### config.mk
export PLATFORM = sky130hd
export DESIGN_NAME = adc_id_status_registers
export DESIGN_NICKNAME = d
export VERILOG_FILES = /design/src/logic/adc_id_status_pkg.sv /design/src/logic/adc_id_status_registers.sv
export VERILOG_INCLUDE_DIRS = /design/src /design/src/logic
export SDC_FILE = /design/constraint.sdc
export NUM_CORES = 1
export LEC_CHECK = 0
export BUFFER_PORTS_ARGS = -buffer_cell sky130_fd_sc_hd__buf_2
export CAP_MARGIN = 20
export CORE_MARGIN = 4
export CORE_UTILIZATION = 53
export CTS_BUF_LIST = sky130_fd_sc_hd__clkbuf_4 sky130_fd_sc_hd__clkbuf_8
export CTS_CLUSTER_DIAMETER = 60
export DETAILED_ROUTE_END_ITERATION = 8
export GPL_ROUTABILITY_DRIVEN = 0
export PLACE_DENSITY = 0.91
export REMOVE_ABC_BUFFERS = 1
export SYNTH_ARGS = -nofsm -noshare
export SYNTH_HDL_FRONTEND = slang
export SYNTH_SLANG_ARGS = --single-unit
export TNS_END_PERCENT = 50
### constraint.sdc
create_clock -name core_clk_i -period 2.65 [get_ports core_clk_i]
set_clock_uncertainty 0.15 [all_clocks]
set_input_delay 0.53 -clock core_clk_i [delete_from_list [all_inputs] [get_ports core_clk_i]]
set_output_delay 0.53 -clock core_clk_i [all_outputs]
set_load 0.05 [all_outputs]
### src/logic/adc_id_status_cfg.svh
// Offsets, field positions, reset values and timing counts of the id/status pair
`ifndef ADC_ID_STATUS_CFG_SVH
`define ADC_ID_STATUS_CFG_SVH

// Register addresses on the register-command port
`define ADDR_DEVICE_IDENTITY        8'h00
`define ADDR_DEVICE_CONDITION_FLAGS 8'h01

// Reset value of the condition flags register
`define CONDITION_FLAGS_RESET       8'h80

// Bit positions within the condition flags register
`define BIT_POWER_ON_SEEN           7
`define BIT_NOT_READY               6
`define BIT_POS_OUT_HIGH_RAIL       5
`define BIT_POS_OUT_LOW_RAIL        4
`define BIT_NEG_OUT_HIGH_RAIL       3
`define BIT_NEG_OUT_LOW_RAIL        2
`define BIT_REF_BELOW_THIRD         1
`define BIT_REF_MISSING             0

// Identity register layout
`define MODEL_CODE_MSB              2
`define ID_RESERVED_VALUE           5'h00

// Start-up time before the device reports ready, and clock period
`define STARTUP_TIME_NS             1000
`define CORE_CLK_PERIOD_NS          10
`define STARTUP_CYCLES \
  ((`STARTUP_TIME_NS + `CORE_CLK_PERIOD_NS - 1) / `CORE_CLK_PERIOD_NS)

`endif

### src/logic/adc_id_status_pkg.sv
// Types shared by the id/status register pair
package adc_id_status_pkg;

  // Comparator levels from the analog monitors, one bit each
  typedef struct packed {
    logic pos_out_high_rail;
    logic pos_out_low_rail;
    logic neg_out_high_rail;
    logic neg_out_low_rail;
    logic ref_below_third;
    logic ref_missing;
  } monitor_s;

  // Start-up sequencer states
  typedef enum logic [0:0] {
    ST_STARTING = 1'b0,
    ST_READY    = 1'b1
  } startup_e;

  typedef logic [7:0] reg_byte_t;

endpackage

### src/logic/adc_id_status_registers.sv
// Identification and condition flags registers of the converter
`timescale 1ns/1ps
`include "adc_id_status_cfg.svh"

module adc_id_status_registers #(
  parameter logic [2:0]  MODEL_CODE     = 3'h2, // Arbitrary neutral value
  parameter int unsigned STARTUP_CYCLES = `STARTUP_CYCLES
) (
  // Clock and reset
  input  wire logic                         core_clk_i,
  input  wire logic                         rst_i,
  // Register command port from the command decoder
  input  wire logic                         reg_rd_i,
  input  wire logic                         reg_wr_i,
  input  wire logic [7:0]                   reg_addr_i,
  input  wire logic [7:0]                   reg_wdata_i,
  // Monitor enables held in other configuration registers
  input  wire logic                         rail_monitor_enable_i,
  input  wire logic [1:0]                   ref_monitor_enable_i,
  // Analog comparator levels
  input  wire adc_id_status_pkg::monitor_s  monitors_i,
  // Read answer and device-ready output
  output logic      [7:0]                   reg_rdata_o,
  output logic                              reg_rvalid_o,
  output logic                              device_ready_o
);

  // Start-up counter width, at least one bit
  localparam int CNT_W = (STARTUP_CYCLES > 1) ? $clog2(STARTUP_CYCLES + 1) : 1;
  localparam logic [CNT_W-1:0] CNT_LAST = CNT_W'(STARTUP_CYCLES - 1);

  // State
  adc_id_status_pkg::startup_e  state_reg;
  adc_id_status_pkg::startup_e  state_next;
  logic [CNT_W-1:0]             count_reg;
  logic [CNT_W-1:0]             count_next;
  logic                         power_on_seen_reg;
  logic                         power_on_seen_next;
  logic [5:0]                   fault_reg;
  logic [5:0]                   fault_next;
  adc_id_status_pkg::reg_byte_t rdata_next;

  // Decoded strobes and selects
  wire logic       sel_identity;
  wire logic       sel_flags;
  wire logic       wr_flags;
  wire logic       rail_en;
  wire logic       ref_l0_en;
  wire logic       ref_l1_en;
  wire logic [5:0] fault_now;
  wire logic [5:0] fault_upd;
  wire logic [7:0] identity_byte;
  wire logic [7:0] flags_byte;

  // Pack six comparator levels into flag order, bit 5 down to bit 0
  function automatic logic [5:0] pack_faults(
    input adc_id_status_pkg::monitor_s m
  );
    pack_faults = {m.pos_out_high_rail, m.pos_out_low_rail,
                   m.neg_out_high_rail, m.neg_out_low_rail,
                   m.ref_below_third,   m.ref_missing};
  endfunction

  // Address decode
  // Register command decode
  assign sel_identity = (reg_addr_i == `ADDR_DEVICE_IDENTITY);
  assign sel_flags    = (reg_addr_i == `ADDR_DEVICE_CONDITION_FLAGS);
  assign wr_flags     = reg_wr_i && sel_flags;

  // Monitor enables; bit 1 of the ref field also enables the third level
  assign rail_en   = rail_monitor_enable_i;
  assign ref_l0_en = |ref_monitor_enable_i;
  assign ref_l1_en = ref_monitor_enable_i[1];
  assign fault_now = pack_faults(monitors_i);

  // Per-flag update enables
  // Rail flags gated
  assign fault_upd = {{4{rail_en}}, ref_l1_en, ref_l0_en};

  // Live flags follow comparators while enabled, else hold last value
  // Trade-off: a disabled monitor shows its last level, maybe stale
  // Rail and reference flags track levels
  assign fault_next = (fault_now & fault_upd) | (fault_reg & ~fault_upd);

  // Power-on flag takes only a host write, never a hardware set after reset
  // Cleared by host write
  assign power_on_seen_next = wr_flags ? reg_wdata_i[`BIT_POWER_ON_SEEN]
                                       : power_on_seen_reg;

  // Identity byte, reserved bits fixed
  // Reserved upper bits
  assign identity_byte = {`ID_RESERVED_VALUE, MODEL_CODE};

  // Condition flags byte
  // Not-ready bit
  assign flags_byte = {power_on_seen_reg, state_reg == 
                       adc_id_status_pkg::ST_STARTING, fault_reg};

  // Read mux; unmapped address answers zero
  assign rdata_next = sel_identity ? identity_byte :
                      sel_flags    ? flags_byte    : 8'h00;

  // Start-up sequencer: count cycles, then ready forever until reset
  // Counter parks once ready, so it can never wrap into a second start
  always_comb begin
    state_next = state_reg;
    count_next = count_reg;
    unique case (state_reg)
      adc_id_status_pkg::ST_STARTING: begin
        if (count_reg == CNT_LAST) begin
          state_next = adc_id_status_pkg::ST_READY;
        end else begin
          count_next = count_reg + CNT_W'(1);
        end
      end
      adc_id_status_pkg::ST_READY: begin
        count_next = count_reg;
      end
    endcase
  end

  // State registers
  // Reset value 80h
  always_ff @(posedge core_clk_i) begin
    if (rst_i) begin
      state_reg         <= adc_id_status_pkg::ST_STARTING;
      count_reg         <= '0;
      power_on_seen_reg <= 1'b1;
      fault_reg         <= 6'h00;
    end else begin
      state_reg         <= state_next;
      count_reg         <= count_next;
      power_on_seen_reg <= power_on_seen_next;
      fault_reg         <= fault_next;
    end
  end

  // Read answer one cycle after the request; data held until next read
  // Data is captured only on a read, so a late look still sees it
  always_ff @(posedge core_clk_i) begin
    if (rst_i) begin
      reg_rdata_o    <= 8'h00;
      reg_rvalid_o   <= 1'b0;
      device_ready_o <= 1'b0;
    end else begin
      reg_rvalid_o   <= reg_rd_i;
      device_ready_o <= (state_next == adc_id_status_pkg::ST_READY);
      if (reg_rd_i) begin
        reg_rdata_o <= rdata_next;
      end
    end
  end
endmodule

# Word-level counts from Yosys, hierarchy flattened
# Index checks and enable logic that the tools add are counted.
# word_totals
input_bits	29
elab_cells	25
output_inout_bits	10
regBits	24
# classes
n_mux	6
n_eq_ne	3
bitwise	5
add_sub_neg	1
reduce_logical	4
# op_table
op	n
two-way mux 8 bit	2
two-way mux 7 bit	2
AND 6 bit	2
equality test 8 x 1 -> 1 bit, second input constant	1
zero test 8 bit	1
adder 7 x 1 -> 7 bit, second input constant	1
equality test 7 bit, second input constant	1
NOT 6 bit	1
OR 6 bit	1
two-way mux 1 bit	2
inequality test 2 bit, second input constant	1
AND reduction 2 bit	1
OR reduction 2 bit	1
logical AND 1 bit	1
NOT 1 bit	1

# Longest topological paths before layout
# Gate-level depths: netlist of run 1.
# depth
word_depth	4
ltp_mapped	4

# Worst setup path after synthesis of run 1
# Ideal clock, no wire load.
# synth_timing
kind	input -> register
startpoint	input port reg_addr_i[5]
endpoint	register power_on_seen_reg
slack_ns	1.157
arrival_time_ns	1.223
setup_time_ns	0.120
n_path_buf	0
path_stages	3
path_cell_list	nor4_4 -> nand4_1 -> mux2i_1
# synth_via
elab_chain_len	2
# synth_lines
item	line_no	text
from (decl)	adc_id_status_registers.sv:15	input wire logic [7:0] reg_addr_i,
equality test 8 x 1 -> 1 bit (no source line)	-	
logical AND 1 bit	adc_id_status_registers.sv:68	assign wr_flags = reg_wr_i && sel_flags;
to (signal assigned)	adc_id_status_registers.sv:133	power_on_seen_reg <= power_on_seen_next;
to (decl)	adc_id_status_registers.sv:37	logic power_on_seen_reg;
# Every way passes these cells.
# A chain may end at the register's enable or synchronous reset.

# Worst setup path in the final report of run 1
# layout_timing
startpoint	register device_ready_o
endpoint	output port device_ready_o
# layout_rtl
item	line_no	text
from (decl)	adc_id_status_registers.sv:25	output logic device_ready_o
from (signal assigned)	adc_id_status_registers.sv:147	device_ready_o <= (state_next == adc_id_status_pkg::ST_READY);
# No word-level cell between the ends.

==> results.tsv, run 1 <==
metric	value	unit
cts_tree	done	
cts-resized-gates	0	
num_rows	15	
setup_viol	0	
io_pins	39	
tightest_slew	549	ps
p_leak	0.554	nW
path_class	reg2out	
grt-ovfl-total	0	
crit_required	1970	ps
yosys.area_share.xor_xnor	1.69	%
final-seq-area	480	sq um
die_area	2730	sq um
fin_crit_sh	64.5	%
port_buffers	31	
power_density	553	nW/um^2
synthMuxAreaShare	9.16	%
synthAdderAreaFrac	1.20	%
grt_max_degree	28	
crit_slowest_cell	dfxtp_1	
first_pass_iters	4	
ant_nets	0	
worstRegToRegCells	4	
grt_setup_unrepaired	no	
path_clk_slew	130	ps
fin_cells	164	
drt_iter0_drc	7	
crit_path_cell_trace	buf_2	
cp.depth	1	
clkSinkCount	24	
hp-class	in2reg	
synth_area	1040	sq um
grt_antenna_before_repair	0	
cp_data_arrival_time	1030	ps
maxCapViolCount	0	
multiInputGateArea	536	sq um
drt-total-wl	2.03	mm
fmax	585	MHz
fin_setup_tns	0	ps
grt_use_total	16.2	%
crit_buf_inv	1	
clock_path_buffers	2	
end_kind	primary output	
dp_cells	160	
hold_viol	0	
crit_fanout	6	
synth.distinct_cells	24	
holdBufCountCts	0	
holdPathStages	3	
ys_seq_elements	24	
cts-root-buf	clkbuf_4	
viasPerCell	5.34	
start_util	58.2	%
min_period	1710	ps
finalNetCount	170	
async_reset_ff_share	0	%
core-area	1780	sq um
ctsHtreeMaxLevel	1	
fp.dieH	52.3	um
drc	0	
layout-drive-gt1-share	29.5	%
cts-buffers-inserted	3	
synth-simple-area-share	30.1	%
postCtsSetupBuffers	0	
synth_compound_area_share	9.40	%
slowest_delay	430	ps
synthCells	109	
ir_drop	0.000427	V
grt_pass1_wl	3.33	mm
num_antenna_cells	0	
yosys_warnings	0	
dpl.hpwl	1.56	mm
slew_viol_final	0	
synth_flop_cell	dfxtp_1	
area_growth	21.2	%
synth_seq_area_share	46.3	%
worst_setup_path_start_kind	register	
grt_pass1_vias	848	
post_synth.cell_area_avg	9.53	sq um
max_slew_margin	63.2	%
cpLargestDelayFamily	flip-flops	
fill_cells	140	
synth_top_family_by_area	simple AND/OR/NAND/NOR gates	
synth-edff-count	0	
status	complete, no violations	
clock_latency	300	ps
vias	876	
routedWlPerCell	12.3	um
die_x	52.3	um
power breakdown:
group / switching, W / internal, W / total [W]
registers: 0.00000744 / 0.000371 / 0.000379
clock network: 0.000104 / 0.000153 / 0.000257
logic: 0.0000322 / 0.0000290 / 0.0000612
total: 0.000143 / 0.000553 / 0.000696
cell usage after synthesis (all sizes together), types with 2 or more instances:
library cell	count	share of area, %
a21oi	11	5.3
and3	6	3.6
clkbuf	5	1.8
dfxtp	24	46
mux2i	8	7.7
nand2	3	1.1
nand2b	11	6.6
nand3	6	2.9
nand4	2	1.2
nand4b	2	1.7
nor2	13	4.7
nor2b	3	1.8
o21ai	2	0.96
or3	2	1.2
xor2	2	1.7
routing by layer:
metal | GRT usage (%) | wire length (um) | part of all wire (%) | up-vias
li1 | - | - | - | 439
met1 | 16.3 | 839 | 41 | 405
met2 | 31.6 | 1020 | 50 | 28
met3 | 3.42 | 135 | 6.7 | 4
met4 | 6.38 | 32 | 1.6 | 0
met5 | 0 | 0 | 0 | -
cells by family after synthesis:
kind of cell | Yosys count
AO/OA/AOI/OAI | 16
flip-flops | 24
multiplexers | 9
adder cells (fa/ha/maj) | 1
AND/OR/NAND/NOR | 51
buffers and inverters | 6
XOR/XNOR | 2
stage by stage:
stage / instance area, sq um / worst slack (ps) / power, W / hold slack [ps] / util [%]
after floorplan: 1020 / 1160 / 0.000414 / 302 / -
after global placement: 1210 / 915 / 0.000445 / 301 / 67.6
after detailed placement: 1210 / 892 / 0.000448 / 305 / 67.6
after CTS: 1260 / 930 / 0.000703 / 298 / 70.6
after global routing: 1260 / 844 / 0.000728 / 306 / 70.6
final: 1260 / 941 / 0.000696 / 302 / 70.6
final timing paths:
check	slack, ps	from	to
max reg2reg	1100	count_reg[0]	count_reg[6]
max	940	device_ready_o	device_ready_o
min reg2reg	320	reg_rdata_o[4]	reg_rdata_o[4]
min	300	monitors_i[4]	register
placed cells by master (no fill, tap or decap):
master	netlist	routed
nor3_2	1	1
nor2b_1	3	3
inv_1	1	1
nand2_1	3	3
nand4_1	2	2
dfxtp_1	24	24
nand4b_1	2	2
mux2_4	1	1
and3_1	6	6
xor2_1	2	2
a31oi_2	1	1
nor4_4	1	1
ha_1	1	1
o21ai_0	2	2
nand3_1	6	6
or3_1	2	2
bufinv_16	0	1
nor2_1	13	13
buf_2	0	31
a311o_2	1	1
clkbuf_4	0	3
nor4b_4	1	1
o2111ai_1	1	1
a21oi_1	11	11
nand2b_1	11	11
mux2i_1	8	8
cell type report:
| class | count | share of cell area [%] |
|---|---|---|
| Tap cell | 25 | 2.49 |
| Inverter | 1 | 0.298 |
| Timing Repair Buffer | 31 | 12.3 |
| Sequential cell | 24 | 38.2 |
| Multi-Input combinational cell | 79 | 42.5 |
| Clock inverter | 1 | 2.39 |
| Clock buffer | 3 | 1.79 |
(Power assumes the default switching activity.)
==> inputs of run 2 (changes only) <==
--- a/config.mk
+++ b/config.mk
@@ -9,12 +9,12 @@
 export BUFFER_PORTS_ARGS = -buffer_cell sky130_fd_sc_hd__buf_2
 export CAP_MARGIN = 20
 export CORE_MARGIN = 4
-export CORE_UTILIZATION = 53
+export CORE_UTILIZATION = 45
 export CTS_BUF_LIST = sky130_fd_sc_hd__clkbuf_4 sky130_fd_sc_hd__clkbuf_8
 export CTS_CLUSTER_DIAMETER = 60
 export DETAILED_ROUTE_END_ITERATION = 8
 export GPL_ROUTABILITY_DRIVEN = 0
-export PLACE_DENSITY = 0.91
+export PLACE_DENSITY = 0.83
 export REMOVE_ABC_BUFFERS = 1
 export SYNTH_ARGS = -nofsm -noshare
 export SYNTH_HDL_FRONTEND = slang
==> constraint.sdc (replaced) <==
create_clock -name core_clk_i -period 1.57 [get_ports core_clk_i]
set_clock_uncertainty 0.15 [all_clocks]
set_input_delay 0.314 -clock core_clk_i [delete_from_list [all_inputs] [get_ports core_clk_i]]
set_output_delay 0.314 -clock core_clk_i [all_outputs]
set_load 0.05 [all_outputs]
==> run 2 against run 1 <==
Effect of this change:
- hold slack lost 220 ps
- utilization shrank 11 points
- via count shrank 0.68%
- final area grew 4.2%
- setup slack lost 860 ps
- global-route usage shrank 3.1 points
- highest routed layer is now met3
- first-iteration DRC count grew to 3.3 times the previous value
==> results.tsv, run 2 (synthesized netlist as in run 1, its figures left out) <==
metric	value	unit	change
final_cell_mix	buf_2 (30), dfxtp_1 (21), nor2_1 (13)		
clkSinkCount	24		unchanged
drc	0		unchanged
die_x	56.0	um	+7.2%
power	0.00118	W	+70%
core-area	2210	sq um	+24%
crit_required	1660	ps	-310 ps
layout-drive-gt1-share	34.3	%	+4.8 points
cp_data_arrival_time	1580	ps	+550 ps
setup_ws	82.5	ps	-858 ps
num_antenna_cells	0		unchanged
fill_cells	201		+44%
ant_nets	0		unchanged
cts-buffers-inserted	3		unchanged
area_growth	26.3	%	
clock_latency	310	ps	about the same
grt-ovfl-total	0		unchanged
status	complete, no violations		
final_common_cell	buf_2		
drt-total-wl	2.07	mm	+2.2%
placed_cell_area	1240	sq um	+2.8%
fin_crit_sh	94.7	%	
slew_viol_final	0		unchanged
first_pass_iters	4		unchanged
crit_fanout	4		-2
utilization	59.3	%	-11 points
power_density	903	nW/um^2	+63%
dpl.hpwl	1.53	mm	-2.0%
min_period	1490	ps	
routedWlPerCell	12.1	um	-2.0%
max_slew_margin	77.1	%	+14 points
hp-class	in2reg		
grt_antenna_before_repair	0		unchanged
cts-root-buf	clkbuf_4		
path_class	reg2reg		
holdBufCountCts	0		unchanged
start_util	46.9	%	-11 points
worst_setup_path_start_kind	register		
postCtsSetupBuffers	0		unchanged
grt_pass1_wl	3.38	mm	+1.5%
path_clk_slew	130	ps	about the same
finalNetCount	174		+2.4%
cts-resized-gates	2		+2
grt_setup_unrepaired	no		
io_pins	39		unchanged
grt_max_degree	19		-32%
num_rows	17		+2
hold_viol	0		unchanged
cts_tree	done		
vias	870		-0.68%
fin_setup_tns	0	ps	unchanged
tightest_slew	341	ps	-208 ps
grt_pass1_vias	817		-3.7%
fmax	672	MHz	
ir_drop	0.000726	V	+70%
dp_slack	20.9	ps	-871 ps
end_kind	register		
final_area	1310	sq um	+4.2%
fp.dieH	56.0	um	+7.2%
maxCapViolCount	0		unchanged
drt_iter0_drc	23		+16
port_buffers	31		unchanged
clock_path_buffers	2		unchanged
ctsHtreeMaxLevel	1		unchanged
viasPerCell	5.09		-4.8%
p_leak	0.572	nW	+3.4%
setup_viol	0		unchanged
die_area	3140	sq um	+15%
grt_use_total	13.0	%	-3.1 points
[run 2: where the power goes]
part,internal (W),switching (W),total [W]
sequential,0.000628,0.0000150,0.000642
combinational,0.0000558,0.0000548,0.000111
clock,0.000258,0.000173,0.000431
total,0.000941,0.000243,0.00118
[run 2: final timing paths]
| path | start | end | slack, ps | cells past startpoint |
|---|---|---|---|---|
| min reg2reg | reg_rdata_o[1] | reg_rdata_o[1] | 330 | 2 |
| max reg2reg | count_reg[0] | count_reg[6] | 80 | 4 |
| max | count_reg[0] | count_reg[6] | 80 | 4 |
| min | monitors_i[4] | register | 80 | 3 |
[run 2: through the flow]
stage,hold slack (ps),cells
final,78.8,171
after global routing,84.7,171
after CTS,75.0,171
after detailed placement,308,167
after global placement,303,167
after floorplan,233,104
[run 2: final cells by class]
type	count	area, sq um	share of cell area (%)
timing repair buffer	35	188	14.3
tap	28	35.0	2.67
clock inverter	1	30.0	2.29
sequential	24	484	36.9
clock buffer	3	22.5	1.72
multi-input combinational	79	548	41.8
inverter	1	3.75	0.286
[run 2: layer usage]
layer	global-route usage [%]	vias to the layer above	wire length (um)
li1	-	450	-
met1	15.5	397	879
met2	22.0	23	1040
met3	4.18	0	148
met4	4.07	0	0
met5	0	-	0
[run 2: worst max-delay path: stages (launching register included)]
cell and delay, ps:
dfxtp_2 400, ha_4 170, nand4b_1 160, or3_1 390
a21oi_1 150
